==> src/logic/pwmch_pkg.sv <==
/*
 * Constants shared by the 16-bit modulator channel: register offsets, field
 * positions, reset values and mode encodings.
 * Assumes an 8-bit register port with one-cycle read latency.
 */
package pwmch_pkg;
    // ------------------------------------------------------------
    // Register offsets
    // ------------------------------------------------------------
    localparam logic [3:0] ADDR_CTRL    = 4'h0;
    localparam logic [3:0] ADDR_FLAGS   = 4'h1;
    localparam logic [3:0] ADDR_CLKCON  = 4'h2;
    localparam logic [3:0] ADDR_RELOAD  = 4'h3;
    localparam logic [3:0] ADDR_OFFCON  = 4'h4;
    localparam logic [3:0] ADDR_PH_LO   = 4'h5;
    localparam logic [3:0] ADDR_PH_HI   = 4'h6;
    localparam logic [3:0] ADDR_DC_LO   = 4'h7;
    localparam logic [3:0] ADDR_DC_HI   = 4'h8;
    localparam logic [3:0] ADDR_PR_LO   = 4'h9;
    localparam logic [3:0] ADDR_PR_HI   = 4'ha;
    localparam logic [3:0] ADDR_OF_LO   = 4'hb;
    localparam logic [3:0] ADDR_OF_HI   = 4'hc;
    localparam logic [3:0] ADDR_TMR_LO  = 4'hd;
    localparam logic [3:0] ADDR_TMR_HI  = 4'he;
    // ------------------------------------------------------------
    // Control, clock, reload and offset register fields
    // ------------------------------------------------------------
    localparam int CTRL_EN   = 7;
    localparam int CTRL_OE   = 6;
    localparam int CTRL_OUT  = 5;
    localparam int CTRL_POL  = 4;
    localparam int CTRL_MODE = 2;
    localparam int CLK_PS    = 4;
    localparam int LD_ARMED  = 7;
    localparam int LD_TRIG   = 6;
    localparam int OF_MODE   = 5;
    localparam int OF_DIR    = 4;
    localparam int OF_SEL    = 0;
    // ------------------------------------------------------------
    // Encodings and reset values
    // ------------------------------------------------------------
    localparam logic [1:0] MODE_STD    = 2'h0;
    localparam logic [1:0] MODE_SET    = 2'h1;
    localparam logic [1:0] MODE_TOGGLE = 2'h2;
    localparam logic [1:0] MODE_CENTER = 2'h3;
    localparam logic [1:0] OFM_INDEP   = 2'h0;
    localparam logic [1:0] OFM_SLAVE   = 2'h1;
    localparam logic [1:0] OFM_ONESHOT = 2'h2;
    localparam logic [1:0] OFM_CONT    = 2'h3;
    localparam logic [1:0] SEL_NONE    = 2'h0;
    localparam logic [7:0] REG_RESET   = 8'h00;
    localparam logic [15:0] CNT_RESET  = 16'h0000;
    localparam logic [15:0] CNT_ONE    = 16'h0001;
endpackage

==> src/logic/pwmch_channel.sv <==
/*
 * One 16-bit modulator channel: four output modes, four offset modes,
 * double-buffered counts with immediate or triggered reload.
 * Assumes the sibling offset-match and load events arrive from another
 * clock domain and are synchronised here; the master is never faster.
 */
// What this block does
// - Polarity inverts pin even when disabled
// - Standard: active at phase, inactive at duty
// - Standard: period match resets timer
// - Set mode: phase sets, software or disable clears
// - Set mode: period bounds timer maximum
// - Set mode: output bit write at next tick
// - Toggle mode: toggle on phase match
// - Toggle, center modes ignore output-bit writes
// - Center mode counts up then down
// - Center: on at pr-dc up, off plus one down
// - Independent offset: free run, period resets
// - Slave run: wait master match, then run
// - One-shot slave: outside center mode, run one period per match
// - One-shot: matches during running period ignored
// - Continuous slave: matches reload timer to one
// - Center master: direction bit picks offset edge
// - Counts and direction double-buffered, loaded together
// - Immediate load at next period after arming
// - Triggered load waits sibling load event
// - Transfer clears the armed bit
// - Arming at period match defers load
// - Flags set on match rising edge
// - Flags held clear while disabled
// - Prescaler divides by two to field power
// - Trigger select picks sibling; zero reserved
`timescale 1ns/1ps
module pwmch_channel #(
    parameter logic [1:0] CHAN_ID = 2'h1
) (
    input  wire logic       ref_clk,
    input  wire logic       rst_n,
    input  wire logic [3:0] reg_addr,
    input  wire logic [7:0] reg_wdata,
    input  wire logic       reg_wr,
    input  wire logic       reg_rd,
    output logic      [7:0] reg_rdata,
    input  wire logic [3:1] master_offset_match,
    input  wire logic [3:1] sibling_load_trigger,
    output logic            pwm_out,
    output logic            pwm_oe,
    output logic            offset_match_out,
    output logic            load_event_out
);
    // ------------------------------------------------------------
    // Input synchronisers
    // ------------------------------------------------------------
    logic [3:1] ofm_s1_r, ofm_s2_r, ofm_s3_r, ldt_s1_r, ldt_s2_r, ldt_s3_r;
    always_ff @(posedge ref_clk or negedge rst_n)
    begin
        if (!rst_n)
        begin
            ofm_s1_r <= 3'h0; ofm_s2_r <= 3'h0; ofm_s3_r <= 3'h0;
            ldt_s1_r <= 3'h0; ldt_s2_r <= 3'h0; ldt_s3_r <= 3'h0;
        end
        else
        begin
            ofm_s1_r <= master_offset_match; ofm_s2_r <= ofm_s1_r; ofm_s3_r <= ofm_s2_r;
            ldt_s1_r <= sibling_load_trigger; ldt_s2_r <= ldt_s1_r; ldt_s3_r <= ldt_s2_r;
        end
    end
    // ------------------------------------------------------------
    // Registers and state
    // ------------------------------------------------------------
    logic [7:0]  ctrl_r, ctrl_nxt, clk_r, clk_nxt, ld_r, ld_nxt, of_r, of_nxt;
    logic [3:0]  flags_r, flags_nxt;
    logic [15:0] ph_b_r, ph_b_nxt, dc_b_r, dc_b_nxt, pr_b_r, pr_b_nxt, ofc_b_r, ofc_b_nxt;
    logic [15:0] ph_r, ph_nxt, dc_r, dc_nxt, pr_r, pr_nxt, ofc_r, ofc_nxt;
    logic        ofo_r, ofo_nxt;
    logic [15:0] tmr_r, tmr_nxt;
    logic        down_r, down_nxt, run_r, run_nxt, act_r, act_nxt;
    logic        trig_seen_r, trig_seen_nxt, arm_new_r, arm_new_nxt;
    logic [6:0]  pre_r, pre_nxt;
    logic [3:0]  match_r, match_nxt;
    logic        pin_r, pin_nxt, oe_r, oe_nxt, ofo_out_r, ofo_out_nxt, lde_r, lde_nxt;
    logic [7:0]  rdata_r, rdata_nxt;
    logic        out_wr_r, out_wr_nxt, out_val_r, out_val_nxt;

    logic        en, tick, ph_m, dc_m, pr_m, of_m, per_ev, mst, sel_trig, do_load;
    logic [1:0]  mode, offset_mode_field;
    logic [15:0] ca_val;
    logic [3:0]  match_now;

    always_comb
    begin
        en   = ctrl_r[pwmch_pkg::CTRL_EN];
        mode = ctrl_r[pwmch_pkg::CTRL_MODE +: 2];
        offset_mode_field  = of_r[pwmch_pkg::OF_MODE +: 2];
        tick = (pre_r & ((7'h01 << clk_r[pwmch_pkg::CLK_PS +: 3]) - 7'h01)) == 7'h00;
        ca_val = pr_r - dc_r;
        if (mode == pwmch_pkg::MODE_CENTER)
        begin
            ph_m = !down_r && (tmr_r == ca_val);
            dc_m = down_r && (tmr_r == ca_val + pwmch_pkg::CNT_ONE);
            pr_m = !down_r && (tmr_r == pr_r);
            of_m = (tmr_r == ofc_r) && (down_r == ofo_r);
            per_ev = down_r && (tmr_r == pwmch_pkg::CNT_RESET);
        end
        else
        begin
            ph_m = tmr_r == ph_r;
            dc_m = tmr_r == dc_r;
            pr_m = tmr_r == pr_r;
            of_m = tmr_r == ofc_r;
            per_ev = pr_m;
        end
        ph_m = ph_m && en;
        dc_m = dc_m && en;
        pr_m = pr_m && en;
        of_m = of_m && en;
        per_ev = per_ev && en && tick && run_r;
        mst = (of_r[pwmch_pkg::OF_SEL +: 2] != pwmch_pkg::SEL_NONE)
            && (of_r[pwmch_pkg::OF_SEL +: 2] != CHAN_ID)
            && ofm_s2_r[of_r[pwmch_pkg::OF_SEL +: 2]] && !ofm_s3_r[of_r[pwmch_pkg::OF_SEL +: 2]];
        sel_trig = (ld_r[1:0] != pwmch_pkg::SEL_NONE) && (ld_r[1:0] != CHAN_ID)
            && ldt_s2_r[ld_r[1:0]] && !ldt_s3_r[ld_r[1:0]];
        do_load = per_ev && ld_r[pwmch_pkg::LD_ARMED] && !arm_new_r
            && (!ld_r[pwmch_pkg::LD_TRIG] || trig_seen_r);
        match_now = {of_m, ph_m, dc_m, pr_m};
    end

    // ------------------------------------------------------------
    // Register file and buffers
    // ------------------------------------------------------------
    always_comb
    begin
        ctrl_nxt = ctrl_r; clk_nxt = clk_r; ld_nxt = ld_r; of_nxt = of_r;
        ph_b_nxt = ph_b_r; dc_b_nxt = dc_b_r; pr_b_nxt = pr_b_r; ofc_b_nxt = ofc_b_r;
        ph_nxt = ph_r; dc_nxt = dc_r; pr_nxt = pr_r; ofc_nxt = ofc_r; ofo_nxt = ofo_r;
        // deferral holds until the period event it skips
        arm_new_nxt = arm_new_r && !per_ev;
        // Pending output-bit write retires on the tick; a new write below re-arms it
        out_wr_nxt = out_wr_r && !tick;
        out_val_nxt = out_val_r;
        trig_seen_nxt = trig_seen_r || sel_trig;
        // flags set on rising match, held clear when off
        flags_nxt = en ? (flags_r | (match_now & ~match_r)) : 4'h0;
        if (reg_wr)
        begin
            case (reg_addr)
                pwmch_pkg::ADDR_CTRL:
                begin
                    ctrl_nxt = {reg_wdata[7:2], 2'h0};
                    ctrl_nxt[pwmch_pkg::CTRL_OUT] = ctrl_r[pwmch_pkg::CTRL_OUT];
                    // output bit write only in set mode
                    if (mode == pwmch_pkg::MODE_SET)
                    begin
                        out_wr_nxt = 1'b1;
                        out_val_nxt = reg_wdata[pwmch_pkg::CTRL_OUT];
                    end
                end
                pwmch_pkg::ADDR_FLAGS:  flags_nxt = flags_nxt & reg_wdata[3:0] & (flags_r | (match_now & ~match_r)) | (match_now & ~match_r & {4{en}});
                pwmch_pkg::ADDR_CLKCON: clk_nxt = {1'b0, reg_wdata[6:4], 4'h0};
                pwmch_pkg::ADDR_RELOAD:
                begin
                    ld_nxt = {reg_wdata[7:6], 4'h0, reg_wdata[1:0]};
                    arm_new_nxt = reg_wdata[pwmch_pkg::LD_ARMED] && pr_m && !per_ev;
                    if (!reg_wdata[pwmch_pkg::LD_ARMED]) trig_seen_nxt = 1'b0;
                end
                pwmch_pkg::ADDR_OFFCON: of_nxt = {1'b0, reg_wdata[6:5], 3'h0, reg_wdata[1:0]};
                pwmch_pkg::ADDR_PH_LO:  ph_b_nxt[7:0]  = reg_wdata;
                pwmch_pkg::ADDR_PH_HI:  ph_b_nxt[15:8] = reg_wdata;
                pwmch_pkg::ADDR_DC_LO:  dc_b_nxt[7:0]  = reg_wdata;
                pwmch_pkg::ADDR_DC_HI:  dc_b_nxt[15:8] = reg_wdata;
                pwmch_pkg::ADDR_PR_LO:  pr_b_nxt[7:0]  = reg_wdata;
                pwmch_pkg::ADDR_PR_HI:  pr_b_nxt[15:8] = reg_wdata;
                pwmch_pkg::ADDR_OF_LO:  ofc_b_nxt[7:0]  = reg_wdata;
                pwmch_pkg::ADDR_OF_HI:  ofc_b_nxt[15:8] = reg_wdata;
                default: ;
            endcase
            if (reg_addr == pwmch_pkg::ADDR_OFFCON)
                ld_nxt[5] = 1'b0;
        end
        // Direction bit is buffered alongside the counts
        if (reg_wr && reg_addr == pwmch_pkg::ADDR_OFFCON)
            of_nxt[pwmch_pkg::OF_DIR] = reg_wdata[pwmch_pkg::OF_DIR];
        if (do_load)
        begin
            ph_nxt = ph_b_r; dc_nxt = dc_b_r; pr_nxt = pr_b_r; ofc_nxt = ofc_b_r;
            ofo_nxt = of_r[pwmch_pkg::OF_DIR];
            ld_nxt[pwmch_pkg::LD_ARMED] = 1'b0;
            trig_seen_nxt = 1'b0;
        end
        ctrl_nxt[pwmch_pkg::CTRL_OUT] = act_r;
    end

    // ------------------------------------------------------------
    // Timer, output and read path
    // ------------------------------------------------------------
    always_comb
    begin
        pre_nxt = en ? pre_r + 7'h01 : 7'h00;
        tmr_nxt = tmr_r; down_nxt = down_r; run_nxt = run_r; act_nxt = act_r;
        if (!en)
        begin
            tmr_nxt = pwmch_pkg::CNT_RESET; down_nxt = 1'b0; act_nxt = 1'b0;
            run_nxt = (offset_mode_field == pwmch_pkg::OFM_INDEP);
        end
        else
        begin
            if (mst && tick)
            begin
                if (offset_mode_field == pwmch_pkg::OFM_CONT && run_r)
                    tmr_nxt = pwmch_pkg::CNT_ONE;
                if (offset_mode_field != pwmch_pkg::OFM_INDEP)
                    run_nxt = 1'b1;
            end
            if (run_r && tick && !(mst && offset_mode_field == pwmch_pkg::OFM_CONT))
            begin
                if (mode == pwmch_pkg::MODE_CENTER)
                begin
                    // up then down
                    // Top and bottom each hold one tick, so a cycle spans 2 * (pr + 1)
                    if (!down_r && tmr_r >= pr_r)
                        down_nxt = 1'b1;
                    else if (down_r && tmr_r == pwmch_pkg::CNT_RESET)
                        down_nxt = 1'b0;
                    else if (down_r)
                        tmr_nxt = tmr_r - pwmch_pkg::CNT_ONE;
                    else
                        tmr_nxt = tmr_r + pwmch_pkg::CNT_ONE;
                end
                else if (pr_m)
                begin
                    tmr_nxt = pwmch_pkg::CNT_RESET;
                    if (offset_mode_field == pwmch_pkg::OFM_ONESHOT) run_nxt = 1'b0;
                end
                else
                    tmr_nxt = tmr_r + pwmch_pkg::CNT_ONE;
            end
            if (tick && run_r)
            begin
                case (mode)
                    pwmch_pkg::MODE_STD: act_nxt = ph_m ? 1'b1 : (dc_m ? 1'b0 : act_r);
                    pwmch_pkg::MODE_SET: act_nxt = ph_m ? 1'b1 : act_r;
                    pwmch_pkg::MODE_TOGGLE: act_nxt = ph_m ? !act_r : act_r;
                    pwmch_pkg::MODE_CENTER: act_nxt = ph_m ? 1'b1 : (dc_m ? 1'b0 : act_r);
                    default: act_nxt = act_r;
                endcase
            end
            if (out_wr_r && tick && mode == pwmch_pkg::MODE_SET)
                act_nxt = out_val_r;
        end
        pin_nxt = act_nxt ^ ctrl_r[pwmch_pkg::CTRL_POL];
        oe_nxt = ctrl_r[pwmch_pkg::CTRL_OE];
        match_nxt = match_now;
        ofo_out_nxt = of_m;
        lde_nxt = do_load;
        case (reg_addr)
            pwmch_pkg::ADDR_CTRL:   rdata_nxt = ctrl_r;
            pwmch_pkg::ADDR_FLAGS:  rdata_nxt = {4'h0, flags_r};
            pwmch_pkg::ADDR_CLKCON: rdata_nxt = clk_r;
            pwmch_pkg::ADDR_RELOAD: rdata_nxt = ld_r;
            pwmch_pkg::ADDR_OFFCON: rdata_nxt = of_r;
            pwmch_pkg::ADDR_PH_LO:  rdata_nxt = ph_b_r[7:0];
            pwmch_pkg::ADDR_PH_HI:  rdata_nxt = ph_b_r[15:8];
            pwmch_pkg::ADDR_DC_LO:  rdata_nxt = dc_b_r[7:0];
            pwmch_pkg::ADDR_DC_HI:  rdata_nxt = dc_b_r[15:8];
            pwmch_pkg::ADDR_PR_LO:  rdata_nxt = pr_b_r[7:0];
            pwmch_pkg::ADDR_PR_HI:  rdata_nxt = pr_b_r[15:8];
            pwmch_pkg::ADDR_OF_LO:  rdata_nxt = ofc_b_r[7:0];
            pwmch_pkg::ADDR_OF_HI:  rdata_nxt = ofc_b_r[15:8];
            pwmch_pkg::ADDR_TMR_LO: rdata_nxt = tmr_r[7:0];
            pwmch_pkg::ADDR_TMR_HI: rdata_nxt = tmr_r[15:8];
            default:                rdata_nxt = pwmch_pkg::REG_RESET;
        endcase
        if (!reg_rd)
            rdata_nxt = pwmch_pkg::REG_RESET;
    end

    always_ff @(posedge ref_clk or negedge rst_n)
    begin
        if (!rst_n)
        begin
            ctrl_r <= 8'h00; clk_r <= 8'h00; ld_r <= 8'h00; of_r <= 8'h00;
            flags_r <= 4'h0; ph_b_r <= 16'h0000; dc_b_r <= 16'h0000;
            pr_b_r <= 16'h0000; ofc_b_r <= 16'h0000; ph_r <= 16'h0000;
            dc_r <= 16'h0000; pr_r <= 16'h0000; ofc_r <= 16'h0000; ofo_r <= 1'b0;
            tmr_r <= 16'h0000; down_r <= 1'b0; run_r <= 1'b1; act_r <= 1'b0;
            trig_seen_r <= 1'b0; arm_new_r <= 1'b0; pre_r <= 7'h00; match_r <= 4'h0;
            pin_r <= 1'b0; oe_r <= 1'b0; ofo_out_r <= 1'b0; lde_r <= 1'b0;
            rdata_r <= 8'h00; out_wr_r <= 1'b0; out_val_r <= 1'b0;
        end
        else
        begin
            ctrl_r <= ctrl_nxt; clk_r <= clk_nxt; ld_r <= ld_nxt; of_r <= of_nxt;
            flags_r <= flags_nxt; ph_b_r <= ph_b_nxt; dc_b_r <= dc_b_nxt;
            pr_b_r <= pr_b_nxt; ofc_b_r <= ofc_b_nxt; ph_r <= ph_nxt;
            dc_r <= dc_nxt; pr_r <= pr_nxt; ofc_r <= ofc_nxt; ofo_r <= ofo_nxt;
            tmr_r <= tmr_nxt; down_r <= down_nxt; run_r <= run_nxt; act_r <= act_nxt;
            trig_seen_r <= trig_seen_nxt; arm_new_r <= arm_new_nxt; pre_r <= pre_nxt;
            match_r <= match_nxt; pin_r <= pin_nxt; oe_r <= oe_nxt;
            ofo_out_r <= ofo_out_nxt; lde_r <= lde_nxt; rdata_r <= rdata_nxt;
            out_wr_r <= out_wr_nxt; out_val_r <= out_val_nxt;
        end
    end

    assign reg_rdata        = rdata_r;
    assign pwm_out          = pin_r;
    assign pwm_oe           = oe_r;
    assign offset_match_out = ofo_out_r;
    assign load_event_out   = lde_r;
endmodule // pwmch_channel

==> config.mk <==
export PLATFORM = sky130hd
export DESIGN_NAME = pwmch_channel
export DESIGN_NICKNAME = d
export VERILOG_FILES = /design/src/logic/pwmch_pkg.sv /design/src/logic/pwmch_channel.sv
export SDC_FILE = /design/constraint.sdc
export NUM_CORES = 1
export LEC_CHECK = 0
export BUFFER_PORTS_ARGS = -buffer_cell sky130_fd_sc_hd__buf_2
export CORE_ASPECT_RATIO = 1.25
export CORE_MARGIN = 2
export CORE_UTILIZATION = 54
export DETAILED_ROUTE_END_ITERATION = 12
export PLACE_DENSITY_LB_ADDON = 0.05
export SLEW_MARGIN = 5
export SYNTH_ARGS = -nofsm -noshare
export SYNTH_HDL_FRONTEND = slang
export SYNTH_SLANG_ARGS = --single-unit
==> constraint.sdc <==
create_clock -name ref_clk -period 4.6 [get_ports ref_clk]
set_clock_uncertainty 0.2 [all_clocks]
set_input_delay 0.92 -clock ref_clk [delete_from_list [all_inputs] [get_ports ref_clk]]
set_output_delay 0.92 -clock ref_clk [all_outputs]
set_load 0.05 [all_outputs]
# Yosys cells after proc, flatten, opt, wreduce, memory -nomap -nowiden
# Index checks and enable logic that the tools add are counted.
[word_totals] register_bits=216 in_bits=22 output_inout_bits=12
[classes] n_addsub=6 magnitude_cmp=3 eq_ne=31 shifts=1 mux=64 bitwise=9 n_reduce_logical=76
[op_table] op="16-bit two-way mux" count=9
[op_table] op="8-bit case mux with 15 select lines" count=1
[op_table] op="16-bit == test" count=6
[op_table] op="1-bit two-way mux" count=40
[op_table] op="1-bit logical AND" count=34
[op_table] op="16-bit by 1-bit adder with 16-bit output (second input constant)" count=2
[op_table] op="2-bit AND reduction" count=15
[op_table] op="4-bit == test (second input constant)" count=7
[op_table] op="8-bit two-way mux" count=3
[op_table] op="4-bit AND" count=4
[op_table] op="4-bit by 3-bit == test with 1-bit output (second input constant)" count=4
[op_table] op="16-bit >= comparator" count=1
[op_table] op="16-bit logical NOT" count=1
[op_table] op="2-bit nonzero test" count=8
[op_table] op="16-bit by 1-bit subtractor with 16-bit output (second input constant)" count=1
[op_table] op="16-bit subtractor" count=1
[op_table] op="4-bit two-way mux" count=3
[op_table] op="5-bit two-way mux" count=2
[op_table] op="1-bit logical NOT" count=9
[op_table] op="1-bit binary-select mux with 2-bit select" count=4
[op_table] op="2-bit == test (second input constant)" count=4
[op_table] op="4-bit by 2-bit == test with 1-bit output (second input constant)" count=2
[op_table] op="2-bit by 1-bit != test with 1-bit output (second input constant)" count=4
[op_table] op="4-bit bitwise OR" count=2
[op_table] op="19 further kinds" count=23

# Logic depth before layout (Yosys ltp)
# Gate-level depths: netlist (run 1).
[depth] ltp_word=14 depth_mapped=18 ltp_nobuf=15

# Least setup slack after synthesis (run 1)
# No wires, ideal clock.
[synth_timing] kind="reg2reg" startpoint="register clk_r[6]" endpoint="register dc_r[0]" t_arrival_ps=3417 required_time_ps=4335 slack_ps=918 stages_incl_launch_ff=18 path_cell_list="dfrtp_1 clkbuf_1 or3_1 ha_1 clkbuf_1 xnor2_1 a21o_1 a221oi_1 a21oi_1 nor2_1 nand2_1 nor3_1 nand4b_1 clkinv_1 buf_2 buf_1 nand2_1 nand2_1"
[synth_between] elab_chain_cells=9
[synth_lines] element="from (decl)" line_no="pwmch_channel.sv:71" rtl="logic [7:0] ctrl_r, ctrl_nxt, clk_r, clk_nxt, ld_r, ld_nxt, of_r, of_nxt;"
[synth_lines] element="from (signal assigned)" line_no="pwmch_channel.sv:292" rtl="ctrl_r <= ctrl_nxt; clk_r <= clk_nxt; ld_r <= ld_nxt; of_r <= of_nxt;"
[synth_lines] element="1-bit by 3-bit left shift with 7-bit output" line_no="pwmch_channel.sv:95" rtl="tick = (pre_r & ((7'h01 << clk_r[pwmch_pkg::CLK_PS +: 3]) - 7'h01)) == 7'h00;"
[synth_lines] element="7-bit by 1-bit subtractor with 7-bit output" line_no="pwmch_channel.sv:95"
[synth_lines] element="7-bit AND" line_no="pwmch_channel.sv:95"
[synth_lines] element="7-bit logical NOT" line_no="pwmch_channel.sv:95"
[synth_lines] element="1-bit logical AND (2 in a row)" line_no="pwmch_channel.sv:117" rtl="per_ev = per_ev && en && tick && run_r;"
[synth_lines] element="1-bit logical AND (2 in a row)" line_no="pwmch_channel.sv:123" rtl="do_load = per_ev && ld_r[pwmch_pkg::LD_ARMED] && !arm_new_r"
[synth_lines] element="1-bit logical AND" line_no="pwmch_channel.sv:124" rtl="&& (!ld_r[pwmch_pkg::LD_TRIG] || trig_seen_r);"
[synth_lines] element="to (signal assigned)" line_no="pwmch_channel.sv:295" rtl="dc_r <= dc_nxt; pr_r <= pr_nxt; ofc_r <= ofc_nxt; ofo_r <= ofo_nxt;"
[synth_lines] element="to (decl)" line_no="pwmch_channel.sv:74" rtl="logic [15:0] ph_r, ph_nxt, dc_r, dc_nxt, pr_r, pr_nxt, ofc_r, ofc_nxt;"
# No other way between the ends.
# A chain may end at the register's enable or synchronous reset.

# Final worst setup path (run 1)
[layout_timing] startpoint="register dc_r[0]" endpoint="register pin_r (netlist: pwm_out)"
[layout_between] elab_chain_cells=13 elab_cells_between_ends=20 cone_classes="add/sub (2); eq/ne (3); mux (10); bitwise (1); reduce/logical (4)"
[layout_lines] element="16-bit subtractor" line_no="pwmch_channel.sv:96" rtl="ca_val = pr_r - dc_r;"
[layout_lines] element="16-bit by 1-bit adder with 16-bit output" line_no="pwmch_channel.sv:100" rtl="dc_m = down_r && (tmr_r == ca_val + pwmch_pkg::CNT_ONE);"
[layout_lines] element="16-bit == test" line_no="pwmch_channel.sv:100"
[layout_lines] element="1-bit logical AND" line_no="pwmch_channel.sv:100"
[layout_lines] element="1-bit two-way mux" line_no="pwmch_channel.sv:97" rtl="if (mode == pwmch_pkg::MODE_CENTER)"
[layout_lines] element="1-bit logical AND" line_no="pwmch_channel.sv:114" rtl="dc_m = dc_m && en;"
[layout_lines] element="1-bit two-way mux (2 in a row)" line_no="pwmch_channel.sv:240, pwmch_channel.sv:243"
[layout_lines] element="1-bit case mux with 3 select lines (*)" line_no="pwmch_channel.sv:239" rtl="case (mode)"
[layout_lines] element="1-bit two-way mux (*)" line_no="pwmch_channel.sv:237" rtl="if (tick && run_r)"
[layout_lines] element="1-bit two-way mux (*)" line_no="pwmch_channel.sv:247" rtl="if (out_wr_r && tick && mode == pwmch_pkg::MODE_SET)"
[layout_lines] element="1-bit two-way mux (*)" line_no="pwmch_channel.sv:200" rtl="if (!en)"
[layout_lines] element="via act_nxt" line_no="pwmch_channel.sv:77" rtl="logic down_r, down_nxt, run_r, run_nxt, act_r, act_nxt;"
[layout_lines] element="1-bit bitwise XOR (*)" line_no="pwmch_channel.sv:250" rtl="pin_nxt = act_nxt ^ ctrl_r[pwmch_pkg::CTRL_POL];"
[layout_lines] element="via pin_nxt" line_no="pwmch_channel.sv:81" rtl="logic pin_r, pin_nxt, oe_r, oe_nxt, ofo_out_r, ofo_out_nxt, lde_r, lde_nxt;"
[layout_lines] element="to (signal assigned)" line_no="pwmch_channel.sv:298" rtl="match_r <= match_nxt; pin_r <= pin_nxt; oe_r <= oe_nxt;"
[layout_lines] element="to (decl)" line_no="pwmch_channel.sv:81"
# Mark *: on every way through the listed nets, which the timed path passes. The rest lies on a longest branch.

==> tab_implementation.tex, run 1 <==
\begin{tabular}{lr}
\hline
Metric & Value \\
\hline
\multicolumn{2}{l}{\textbf{Power and ir drop}} \\
Int Pwr & 0.00555 W \\
Power per cell area & 709 nW/µm² \\
Power share of the combinational group & 52.7\% \\
Switching part of the total & 43.0\% \\
Sequential cell fraction of total power & 27.3\% \\
Clock group share of total power & 20.0\% \\
NetSw & 0.00418 W \\
Max IR drop VDD & 0.000863 V \\
Leakage component of the power & 6.42 nW \\
\multicolumn{2}{l}{\textbf{Setup path}} \\
WS Path Type & register to register \\
Crit path max-delay cell type & dfrtp\_1 \\
Delay of the slowest critical-path stage & 430 ps \\
Required time of the critical path & 4850 ps \\
Type of element capturing the critical path & register \\
WP data arrival & 4500 ps \\
Cell repeated most along the worst path & and3\_1 \\
Count of cells along the worst register-to-register path & 15 \\
Nature of the critical path startpoint & register \\
Critical-path maximum fanout & 6 \\
Worst-path cell chain & ha\_1 > fa\_1 > nor2b\_1 > o2111ai\_1 > nand2\_1 > xor2\_1 > and3\_1 > and3\_1 > and3\_1 > mux2\_2 > a21oi\_1 > o41ai\_1 > buf\_4 > a221oi\_2 > xor2\_1 \\
\multicolumn{2}{l}{\textbf{Layout}} \\
Antenna fix cells & 0 \\
\# fillers & 1,947 \\
Final non-filler cell area & 13,700 µm² \\
Share of post-route cells with drive strength above 1 & 15.9\% \\
Combined area of the multi-input logic cells & 6620 µm² \\
Final core area utilization & 61.4\% \\
Nets & 1,428 \\
Area growth from synthesis to layout & 11.2\% \\
Area used by sequential logic in the layout & 5210 µm² \\
\multicolumn{2}{l}{\textbf{Synthesis}} \\
Post-synthesis simple-gate area fraction & 18.1\% \\
Commonest register cell after synthesis & dfrtp\_1 \\
Mux share of post-synthesis cell area & 9.63\% \\
Fraction of registers with async set/reset & 100\% \\
Gate Count Post-Synth & 1,345 \\
Fraction of the yosys area taken by sequential cells & 42.2\% \\
Number of synthesized register bits & 208 \\
Syn\_nets & 1,407 \\
Synth Area in XOR/XNOR & 8.25\% \\
Number of warnings issued by yosys & 0 \\
Compound-cell area share of the yosys netlist & 13.4\% \\
Post-synth cell types & 80 \\
Synthesized area per cell & 9.18 µm² \\
Fraction of the mapped netlist area in adder cells & 4.12\% \\
EDFF count, synth & 0 \\
Dominant combinational cell family by area after synthesis & simple AND/OR/NAND/NOR gates \\
Cell area after synthesis & 12,300 µm² \\
\multicolumn{2}{l}{\textbf{Clock network}} \\
TritonCTS clock tree & done \\
Clk sinks & 208 \\
Post-cts hold buffer count & 0 \\
Post-CTS sizing & 0 \\
Later-pin clock latency in the skew report & 530 ps \\
Number of CTS-inserted buffers & 23 \\
H-tree lvl count & 1 \\
Buffer depth of the longest clock path & 3 \\
Clock transition at path regs & 60 ps \\
Total setup buffers inserted after CTS & 0 \\
Cell at the root of the clock tree & clkbuf\_16 \\
\multicolumn{2}{l}{\textbf{Placed design}} \\
Placement Setup Slack & 365 ps \\
Half-perimeter wire length after detailed placement & 28,200 µm \\
Final GP Congestion & 0.944 \\
Post-detailed-placement cell area & 12,900 µm² \\
Count of input and output buffers & 31 \\
\multicolumn{2}{l}{\textbf{Timing}} \\
Minimum clock period after layout & 4250 ps \\
Worst Hold Slack & 151 ps \\
Crit share post-route & 92.4\% \\
Highest clock frequency the design can meet & 0.235 GHz \\
Final count of hold timing violations & 0 \\
Accumulated negative setup slack & 0 ps \\
Setup repair after global routing missed its margin & no \\
Max\_slew headroom & 25.3\% \\
Worst Tran Pin Value & 1120 ps \\
Pins Over Slew Limit & 0 \\
Worst Setup Slack, final & 349 ps \\
Final-report setup violation count & 0 \\
\multicolumn{2}{l}{\textbf{Die}} \\
Rows & 61 \\
DIE WIDTH & 139 µm \\
Placeable core region & 22,400 µm² \\
\# IOs & 34 \\
Overall die height & 173 µm \\
Total die area & 24,100 µm² \\
Starting density of the core & 55.2\% \\
\multicolumn{2}{l}{\textbf{Global routing}} \\
Gr usage total & 32.5\% \\
Maximum number of pins on one net before global-route repair & 116 \\
Number of global-route vias before repair & 10,127 \\
Initial antenna violation count & 0 \\
First-pass GRT wire length & 60,300 µm \\
Overflow after GRT & 0 \\
\multicolumn{2}{l}{\textbf{Routing}} \\
Pre-antenna DRT Iters & 5 \\
WL final & 39,300 µm \\
Routed length per instance & 23.6 µm \\
Antenna Violating Nets Remaining & 0 \\
Number of violations reported at the end of detailed-routing iteration 0 & 887 \\
Vias per Instance & 6.20 \\
Residual DRC & 0 \\
Total number of vias & 10,323 \\
\multicolumn{2}{l}{\textbf{Status}} \\
Outcome & completed \\
\multicolumn{2}{l}{\textbf{Min path}} \\
Hold/Removal Path Class & register to register \\
Hold-critical path depth & 0 \\
\multicolumn{2}{l}{\textbf{Flow run}} \\
Max Cap Violations & 0 \\
\hline
\end{tabular}
## final cells by class
class / instances / share of cell area, %
flip-flops and latches: 208 / 37.9
clock inverters: 8 / 0.884
inverters: 59 / 1.61
multi-input cells: 997 / 48.2
clock buffers: 32 / 4.88
repair buffers: 77 / 3.90
well taps: 283 / 2.58
## worst max-delay path: cells and delay by family (launching register included)
kind,cells,cell delay (ps)
xor+xnor,2,510
buf+inv,1,160
compound gates,4,800
simple gates,5,1080
flops,1,430
fa+ha+maj,2,700
mux,1,330
## registers in the layout, indices dropped and copies added, names as in the netlist, 4 cells and up
register / cells
dc_b_r: 16
ofc_b_r: 16
reg_rdata: 8
of_r: 5
ld_r: 4
ph_r: 16
ph_b_r: 16
pr_b_r: 16
tmr_r: 16
ctrl_r: 6
pre_r: 7
flags_r: 4
match_r: 4
dc_r: 16
ofc_r: 16
pr_r: 16
## synth_stat cells, types with 4 or more instances
library cell / n / area, µm²
a21o_1: 6 / 45.0
a21oi_1: 57 / 285
a221oi_1: 10 / 87.6
a22o_1: 7 / 61.3
a22oi_1: 11 / 82.6
a31oi_1: 12 / 75.1
a32o_1: 4 / 40.0
a32oi_1: 6 / 52.6
and2_1: 5 / 31.3
and3_1: 19 / 119
buf_1: 16 / 60.1
clkbuf_1: 62 / 233
dfrtp_1: 207 / 5180
ha_1: 39 / 488
inv_1: 58 / 218
mux2_2: 90 / 1010
mux2i_1: 13 / 130
nand2_1: 234 / 878
nand2b_1: 11 / 68.8
nand3_1: 39 / 195
nand4_1: 17 / 106
nor2_1: 72 / 270
nor2b_1: 18 / 113
nor3_1: 27 / 135
nor3b_1: 4 / 30.0
nor4_1: 15 / 93.8
o211ai_1: 6 / 45.0
o21a_1: 10 / 75.1
o21ai_0: 70 / 350
o22ai_1: 9 / 56.3
o32ai_1: 4 / 35.0
o41ai_1: 4 / 35.0
or3_1: 5 / 31.3
xnor2_1: 55 / 482
xor2_1: 55 / 482
## layer usage
layer,vias to the layer above,routed length [µm],track usage [%]
li1,4739,-,-
met1,5030,16200,44.2
met5,-,0,0
met3,115,2940,5.32
met2,439,18100,51.1
met4,0,2110,15.5
## stage by stage
stage | power, W | instances
4_1_cts | 0.00968 | 1664
5_1_grt | 0.0104 | 1664
3_3_place_gp | 0.00766 | 1624
2_1_floorplan | 0.00635 | 1345
6_report | 0.00973 | 1664
3_5_place_dp | 0.00771 | 1624
## path summary, 6_finish.rpt
| kind | from | end | slack, ps |
|---|---|---|---|
| worst max-delay path | dc_r[0] | pwm_out | 350 |
| worst min-delay path | ofm_s1_r[3] | ofm_s2_r[3] | 150 |
| worst max register to register | dc_r[0] | pwm_out | 350 |
| worst min register to register | ofm_s1_r[3] | ofm_s2_r[3] | 150 |
| max in group asynchronous | rst_n | pr_r[12] | 2940 |
| min in group asynchronous | rst_n | ph_b_r[2] | 260 |
## power by group through the flow
stage / combinational [W] / sequential (W) / clock (W)
floorplan: 0.00379 / 0.00256 / 0
finish: 0.00512 / 0.00266 / 0.00195
global placement: 0.00499 / 0.00267 / 0
detailed placement: 0.00503 / 0.00268 / 0
global route: 0.00562 / 0.00270 / 0.00204
CTS: 0.00507 / 0.00265 / 0.00196
## cell usage in the layout, fill, tap and decap left out, drive strengths merged, types with 11 or more instances in the layout
cell and count:
nand3 39, mux2i 13, a21oi 57, and3 19, nor3 27, nand2b 11, nor2 72, nand4 17
buf 77, dfrtp 207, ha 39, nor4 15, mux2 90, a221oi 11, o21ai 74, a22oi 11
nor2b 18, xor2 56, xnor2 56, a31oi 12, inv 60, clkbuf 32, nand2 234
## logic make-up (layout without fill, tap and decap cells)
logic type / after synthesis / after routing
buf+inv: 140 / 176
xor+xnor: 113 / 113
flops: 208 / 208
fa+ha+maj: 40 / 40
mux: 105 / 105
simple gates: 486 / 486
compound gates: 253 / 253
Note: power is estimated with default switching activity, not from simulation.
==> inputs of run 2 (changes only) <==
--- a/config.mk
+++ b/config.mk
@@ -5,6 +5,7 @@
 export SDC_FILE = /design/constraint.sdc
 export NUM_CORES = 1
 export LEC_CHECK = 0
+export ABC_AREA = 1
 export BUFFER_PORTS_ARGS = -buffer_cell sky130_fd_sc_hd__buf_2
 export CORE_ASPECT_RATIO = 1.25
 export CORE_MARGIN = 2
==> run 2 against run 1 <==
Net effect: critical path depth increased by 11; critical path type unchanged; die area about the same; critical endpoint unchanged; non-clock buffer count decreased by 27; sequential power increased by 2%; core utilization decreased by 0.83 points; total power increased by 12%; wire length decreased by 1.6%; cell count increased by 19%; sequential share of layout area increased by 0.52 points; first-iteration DRC count increased by 12%; via count increased by 11%.
==> tab_implementation.tex, run 2 <==
\begin{tabular}{lr}
\hline
Metric & Value \\
\hline
\multicolumn{2}{l}{\textbf{Synthesis}} \\
Dominant combinational cell family by area after synthesis & simple AND/OR/NAND/NOR gates \\
Fraction of registers with async set/reset & 100\% \\
Cell area after synthesis & 12,300 µm² \\
Post-synth cell types & 55 \\
Top cell type's share of synthesized area & 42.0\% \\
Largest area contributor in the synthesized netlist & dfrtp\_1 \\
EDFF count, synth & 0 \\
Syn\_nets & 1,721 \\
Number of synthesized register bits & 208 \\
Top cell types by occurrence after synthesis & nand2\_1, inv\_1, dfrtp\_1 \\
Fraction of the yosys area taken by sequential cells & 42.2\% \\
Cell types occupying the most area after synthesis & dfrtp\_1, nand2\_1, inv\_1 \\
Synthesized area per cell & 7.43 µm² \\
Synth Area in XOR/XNOR & 3.18\% \\
Compound-cell area share of the yosys netlist & 15.2\% \\
Commonest register cell after synthesis & dfrtp\_1 \\
Number of warnings issued by yosys & 0 \\
Dominant cell by count in the synthesized netlist & nand2\_1 \\
Fraction of the mapped netlist area in adder cells & 4.12\% \\
Gate Count Post-Synth & 1,659 \\
Post-synthesis simple-gate area fraction & 26.5\% \\
Mux share of post-synthesis cell area & 0\% \\
\multicolumn{2}{l}{\textbf{Layout}} \\
Area growth from synthesis to layout & 9.78\% \\
Highest-count cells in the layout ignoring fill and taps & nand2\_1, inv\_1, dfrtp\_1 \\
Most common library cell in the layout ignoring fill and taps & nand2\_1 \\
\# fillers & 2,109 \\
Final core area utilization & 60.5\% \\
Final non-filler cell area & 13,500 µm² \\
Nets & 1,748 \\
Antenna fix cells & 0 \\
Share of post-route cells with drive strength above 1 & 8.65\% \\
\multicolumn{2}{l}{\textbf{Setup path}} \\
Critical-path maximum fanout & 4 \\
Crit path max-delay cell type & fa\_1 \\
WP data arrival & 4050 ps \\
Type of element capturing the critical path & register \\
Cell repeated most along the worst path & nand2\_1 \\
Delay of the slowest critical-path stage & 530 ps \\
WS Path Type & register to register \\
Nature of the critical path startpoint & register \\
Required time of the critical path & 4830 ps \\
Count of cells along the worst register-to-register path & 26 \\
\multicolumn{2}{l}{\textbf{Routing}} \\
Pre-antenna DRT Iters & 6 \\
Routed length per instance & 19.5 µm \\
Number of violations reported at the end of detailed-routing iteration 0 & 990 \\
Total number of vias & 11,469 \\
Antenna Violating Nets Remaining & 0 \\
WL final & 38,700 µm \\
Residual DRC & 0 \\
Vias per Instance & 5.78 \\
\multicolumn{2}{l}{\textbf{Clock network}} \\
Clock transition at path regs & 70 ps \\
Number of CTS-inserted buffers & 23 \\
H-tree lvl count & 1 \\
TritonCTS clock tree & done \\
Clk sinks & 208 \\
Later-pin clock latency in the skew report & 500 ps \\
Total setup buffers inserted after CTS & 0 \\
Buffer depth of the longest clock path & 3 \\
Post-cts hold buffer count & 0 \\
Post-CTS sizing & 0 \\
Cell at the root of the clock tree & clkbuf\_16 \\
\multicolumn{2}{l}{\textbf{Placed design}} \\
Post-detailed-placement cell area & 12,800 µm² \\
Final GP Congestion & 1.01 \\
Count of input and output buffers & 31 \\
Half-perimeter wire length after detailed placement & 29,400 µm \\
\multicolumn{2}{l}{\textbf{Global routing}} \\
Initial antenna violation count & 0 \\
Overflow after GRT & 0 \\
Gr usage total & 32.4\% \\
Maximum number of pins on one net before global-route repair & 107 \\
First-pass GRT wire length & 61,200 µm \\
Number of global-route vias before repair & 11,005 \\
\multicolumn{2}{l}{\textbf{Die}} \\
Overall die height & 173 µm \\
DIE WIDTH & 139 µm \\
Placeable core region & 22,400 µm² \\
Starting density of the core & 55.1\% \\
Total die area & 24,100 µm² \\
Rows & 61 \\
\# IOs & 34 \\
\multicolumn{2}{l}{\textbf{Timing}} \\
Setup repair after global routing missed its margin & no \\
Max\_slew headroom & 43.6\% \\
Pins Over Slew Limit & 0 \\
Highest clock frequency the design can meet & 0.262 GHz \\
Final-report setup violation count & 0 \\
Minimum clock period after layout & 3820 ps \\
Final count of hold timing violations & 0 \\
Accumulated negative setup slack & 0 ps \\
Worst Tran Pin Value & 845 ps \\
Crit share post-route & 83.1\% \\
\multicolumn{2}{l}{\textbf{Status}} \\
Outcome & completed \\
\multicolumn{2}{l}{\textbf{Power and ir drop}} \\
Int Pwr & 0.00537 W \\
Sequential cell fraction of total power & 24.8\% \\
Power per cell area & 804 nW/µm² \\
Clock group share of total power & 16.3\% \\
Max IR drop VDD & 0.000720 V \\
Power share of the combinational group & 58.9\% \\
Leakage component of the power & 6.81 nW \\
NetSw & 0.00552 W \\
Pwr Total & 0.0109 W \\
Switching part of the total & 50.7\% \\
\multicolumn{2}{l}{\textbf{Min path}} \\
Hold-critical path depth & 0 \\
Hold/Removal Path Class & register to register \\
\multicolumn{2}{l}{\textbf{Flow run}} \\
Max Cap Violations & 0 \\
\hline
\end{tabular}
==> run 2: changes by cell type in the layout (fill, tap and decap cells not counted), sizes merged, moves of 13 or more <==
cell / delta
and3: -18
buf: -27
inv: +167
mux2: -90
mux2i: -13
nand2: +253
nand3: +54
nor2: +42
nor2b: -18
o21ai: +104
o22ai: +33
xnor2: -52
xor2: -17
==> run 2: per-layer routing <==
layer	up-vias	share of wire (%)	GRT usage, %
met5	-	0	0
met4	0	6.6	19.0
met3	141	5.3	3.30
met2	427	46	51.6
met1	5404	42	43.3
li1	5497	-	-
==> run 2: path summary, 6_finish.rpt <==
path	startpoint	to	slack (ps)
setup / recovery	pr_r[0]	pwm_out	780
min in group asynchronous	rst_n	pr_r[5]	280
hold reg to reg	ldt_s1_r[3]	ldt_s2_r[3]	150
setup reg to reg	pr_r[0]	pwm_out	780
max in group asynchronous	rst_n	ph_r[5]	2850
hold / removal	ldt_s1_r[3]	ldt_s2_r[3]	150
==> run 2: through the flow <==
step	hold slack (ps)	worst slack, ps	instances
floorplan	131	1550	1659
global placement	135	905	1944
detailed placement	136	822	1944
CTS	148	799	1983
global route	163	514	1983
finish	145	778	1983
==> run 2: cells by family (layout without fill, tap and decap cells) <==
logic type / after synthesis / count (layout)
xor gates and xnor gates: 43 / 43
buffers and inverters: 279 / 320
DFF: 208 / 208
and+or+nand+nor: 760 / 760
AOI/OAI and AO/OA: 329 / 329
adders and majority gates: 40 / 40
==> run 2: critical path: cells and delay by family (launching register included) <==
kind	cells	cell delay (ps)
AND/OR/NAND/NOR	21	1860
flip-flops	1	460
adder cells (fa/ha/maj)	3	1060
buffers and inverters	2	160
==> run 2: cell type report <==
type	instances	area [µm²]	area share (%)
Clock inverter	6	63.8	0.471
Tap cell	283	354	2.62
Inverter	231	867	6.40
Multi-Input combinational cell	1172	6050	44.7
Timing Repair Buffer	50	333	2.46
Clock buffer	33	663	4.90
Sequential cell	208	5210	38.5
==> run 2: power groups by stage <==
stage	sequential (W)	clock, W	combinational [W]
2_1_floorplan	0.00260	0	0.00475
3_3_place_gp	0.00270	0	0.00617
3_5_place_dp	0.00271	0	0.00628
4_1_cts	0.00268	0.00181	0.00632
5_1_grt	0.00275	0.00188	0.00720
6_report	0.00270	0.00177	0.00641
==> inputs of run 3 (changes only) <==
==> constraint.sdc (replaced) <==
create_clock -name ref_clk -period 3.35 [get_ports ref_clk]
set_clock_uncertainty 0.2 [all_clocks]
set_input_delay 0.67 -clock ref_clk [delete_from_list [all_inputs] [get_ports ref_clk]]
set_output_delay 0.67 -clock ref_clk [all_outputs]
set_load 0.05 [all_outputs]
==> run 3 against run 2 <==
Net effect: flip-flop and latch count stayed put; design area up 4.9%; wire length grew 6.2%; non-clock buffer count rose by 72; critical path depth shrank 2; sequential share of layout area fell by 1.8 points; fmax rose by 15%; core utilization increased by 3.0 points; sequential power increased by 34%; setup slack worse by 770 ps; count of clock-buffer cells in the layout fell by 1; critical path type unchanged.
==> tab_implementation.tex, run 3 (same netlist as run 2, synthesis figures left out) <==
\begin{tabular}{lr}
\hline
Metric & Value \\
\hline
\multicolumn{2}{l}{\textbf{Setup path}} \\
Worst-path cell chain & ha\_4 > fa\_2 > inv\_2 > ha\_4 > nor2\_2 > nor3\_2 > nand2\_1 > nor2\_1 > nand3\_1 > nor2\_1 > nand3\_1 > nor2\_1 > nand2\_1 > nor2\_1 > nand3\_1 > nand2\_2 > nand3\_2 > nand2\_1 > nand2\_1 > nand2\_1 > nand2\_1 > nand2\_1 > nand2\_1 > nand2\_1 \\
Cell repeated most along the worst path & nand2\_1 \\
Worst reg2reg setup slack & 10 ps \\
Delay of the slowest critical-path stage & 550 ps \\
WP data arrival & 3600 ps \\
Critical Path Source & dc\_r[0] \\
Capture point of the worst reg-to-reg path & pwm\_out \\
Critical-path maximum fanout & 2 \\
Required time of the critical path & 3620 ps \\
Type of element capturing the critical path & register \\
Nature of the critical path startpoint & register \\
Worst r2r src & dc\_r[0] \\
Crit path max-delay cell type & fa\_2 \\
WS Path Type & register to register \\
Count of cells along the worst register-to-register path & 24 \\
\multicolumn{2}{l}{\textbf{Die}} \\
Overall die height & 173 µm \\
Placeable core region & 22,400 µm² \\
Rows & 61 \\
DIE WIDTH & 139 µm \\
Total die area & 24,100 µm² \\
\# IOs & 34 \\
Starting density of the core & 55.1\% \\
\multicolumn{2}{l}{\textbf{Clock network}} \\
Later-pin clock latency in the skew report & 530 ps \\
Clk sinks & 208 \\
Cell at the root of the clock tree & clkbuf\_16 \\
H-tree lvl count & 1 \\
Buffer depth of the longest clock path & 3 \\
Number of CTS-inserted buffers & 23 \\
TritonCTS clock tree & done \\
Clock transition at path regs & 60 ps \\
\multicolumn{2}{l}{\textbf{Min path}} \\
Worst Hold Path EP & ofm\_s1\_r[3] \\
Hold-critical path depth & 1 \\
Hold path start & master\_offset\_match[3] \\
Hold/Removal Path Class & input port to register \\
\multicolumn{2}{l}{\textbf{Placed design}} \\
Half-perimeter wire length after detailed placement & 31,400 µm \\
Post-detailed-placement cell area & 13,300 µm² \\
Final GP Congestion & 1.03 \\
Count of input and output buffers & 31 \\
Placed insts & 2,012 \\
\multicolumn{2}{l}{\textbf{Timing}} \\
Final count of hold timing violations & 0 \\
Final-report setup violation count & 0 \\
Worst Hold Slack & 51.5 ps \\
Crit share post-route & 99.6\% \\
Setup repair after global routing missed its margin & yes \\
Minimum clock period after layout & 3340 ps \\
Accumulated negative setup slack & 0 ps \\
Pins Over Slew Limit & 0 \\
Max\_slew headroom & 61.3\% \\
Highest clock frequency the design can meet & 0.300 GHz \\
Worst Tran Pin Value & 579 ps \\
\multicolumn{2}{l}{\textbf{Layout}} \\
Share of post-route cells with drive strength above 1 & 13.5\% \\
Most common library cell in the layout ignoring fill and taps & nand2\_1 \\
\# fillers & 2,030 \\
Area growth from synthesis to layout & 15.2\% \\
Nets & 1,821 \\
Final std cells w/o fill & 2,057 \\
Final non-filler cell area & 14,200 µm² \\
Highest-count cells in the layout ignoring fill and taps & nand2\_1, inv\_1, dfrtp\_1 \\
Antenna fix cells & 0 \\
\multicolumn{2}{l}{\textbf{Routing}} \\
WL final & 41,100 µm \\
Antenna Violating Nets Remaining & 0 \\
Routed length per instance & 20.0 µm \\
Number of violations reported at the end of detailed-routing iteration 0 & 1,054 \\
Total number of vias & 11,824 \\
Residual DRC & 0 \\
Vias per Instance & 5.75 \\
Pre-antenna DRT Iters & 6 \\
\multicolumn{2}{l}{\textbf{Power and ir drop}} \\
Leakage component of the power & 7.18 nW \\
Pwr Total & 0.0158 W \\
Max IR drop VDD & 0.00108 V \\
Power per cell area & 1110 nW/µm² \\
\multicolumn{2}{l}{\textbf{Status}} \\
Outcome & completed \\
\multicolumn{2}{l}{\textbf{Global routing}} \\
Maximum number of pins on one net before global-route repair & 67 \\
Initial antenna violation count & 0 \\
First-pass GRT wire length & 64,000 µm \\
Gr usage total & 34.2\% \\
Overflow after GRT & 0 \\
Number of global-route vias before repair & 11,470 \\
\multicolumn{2}{l}{\textbf{Flow run}} \\
Max Cap Violations & 0 \\
\hline
\end{tabular}
[run 3: changes by cell type in the layout (fill, tap and decap cells not counted), moves of 3 or more]
cell,change
inv_2,+4
buf_4,+68
inv_1,-4
nand2_2,+3
nand2_1,-4
[run 3: worst max-delay path, delay by kind of cell (launching register included)]
kind	cells	cell delay, ps
buffers and inverters	1	50
DFF	1	410
and+or+nand+nor	20	1640
adders and majority gates	3	1000
[run 3: where the power goes]
group          internal [W]  leakage [nW]  switching, W
registers           0.00313          2.73      0.000497
logic               0.00335          4.10       0.00635
clock network       0.00140         0.352       0.00104
[run 3: timing repair]
action | 4_1_cts | 5_1_grt
setup buffers | 2 | 1
pin swaps | 6 | 20
gates resized for setup | 5 | 18
hold endpoints to repair | 63 | 0
endpoints found under the setup margin | 2 | 76
hold buffers | 1 | 0
cloned | 0 | 1
[run 3: layer usage]
metal	wire length, µm	track usage [%]	vias up
li1	-	-	5641
met5	0	0	-
met2	18900	55.6	469
met3	2180	3.77	141
met4	2790	20.1	0
met1	17200	44.3	5573
[run 3: how the worst max path moves through the flow]
| stage | end | slack [ps] |
|---|---|---|
| 2_1_floorplan | pwm_out | 300 |
| 3_3_place_gp | pwm_out | -90 |
| 3_5_place_dp | pwm_out | -120 |
| 4_1_cts | pwm_out | 2 |
| 5_1_grt | pwm_out | -260 |
| 6_report | pwm_out | 10 |
[run 3: cell type report]
type	instances	area (µm²)	area share, %
clock buffers	32	669	4.71
clock inverters	8	62.6	0.440
inverters	231	867	6.10
multi-input cells	1173	6140	43.2
flip-flops and latches	208	5210	36.7
well taps	283	354	2.49
repair buffers	122	905	6.37
[run 3: metrics by stage]
step / worst slack [ps] / utilization [%]
6_report: 12.0 / 63.5
5_1_grt: -256 / 63.5
4_1_cts: 1.52 / 63.2
3_5_place_dp: -120 / 59.7
3_3_place_gp: -85.8 / 59.7
2_1_floorplan: 301 / -
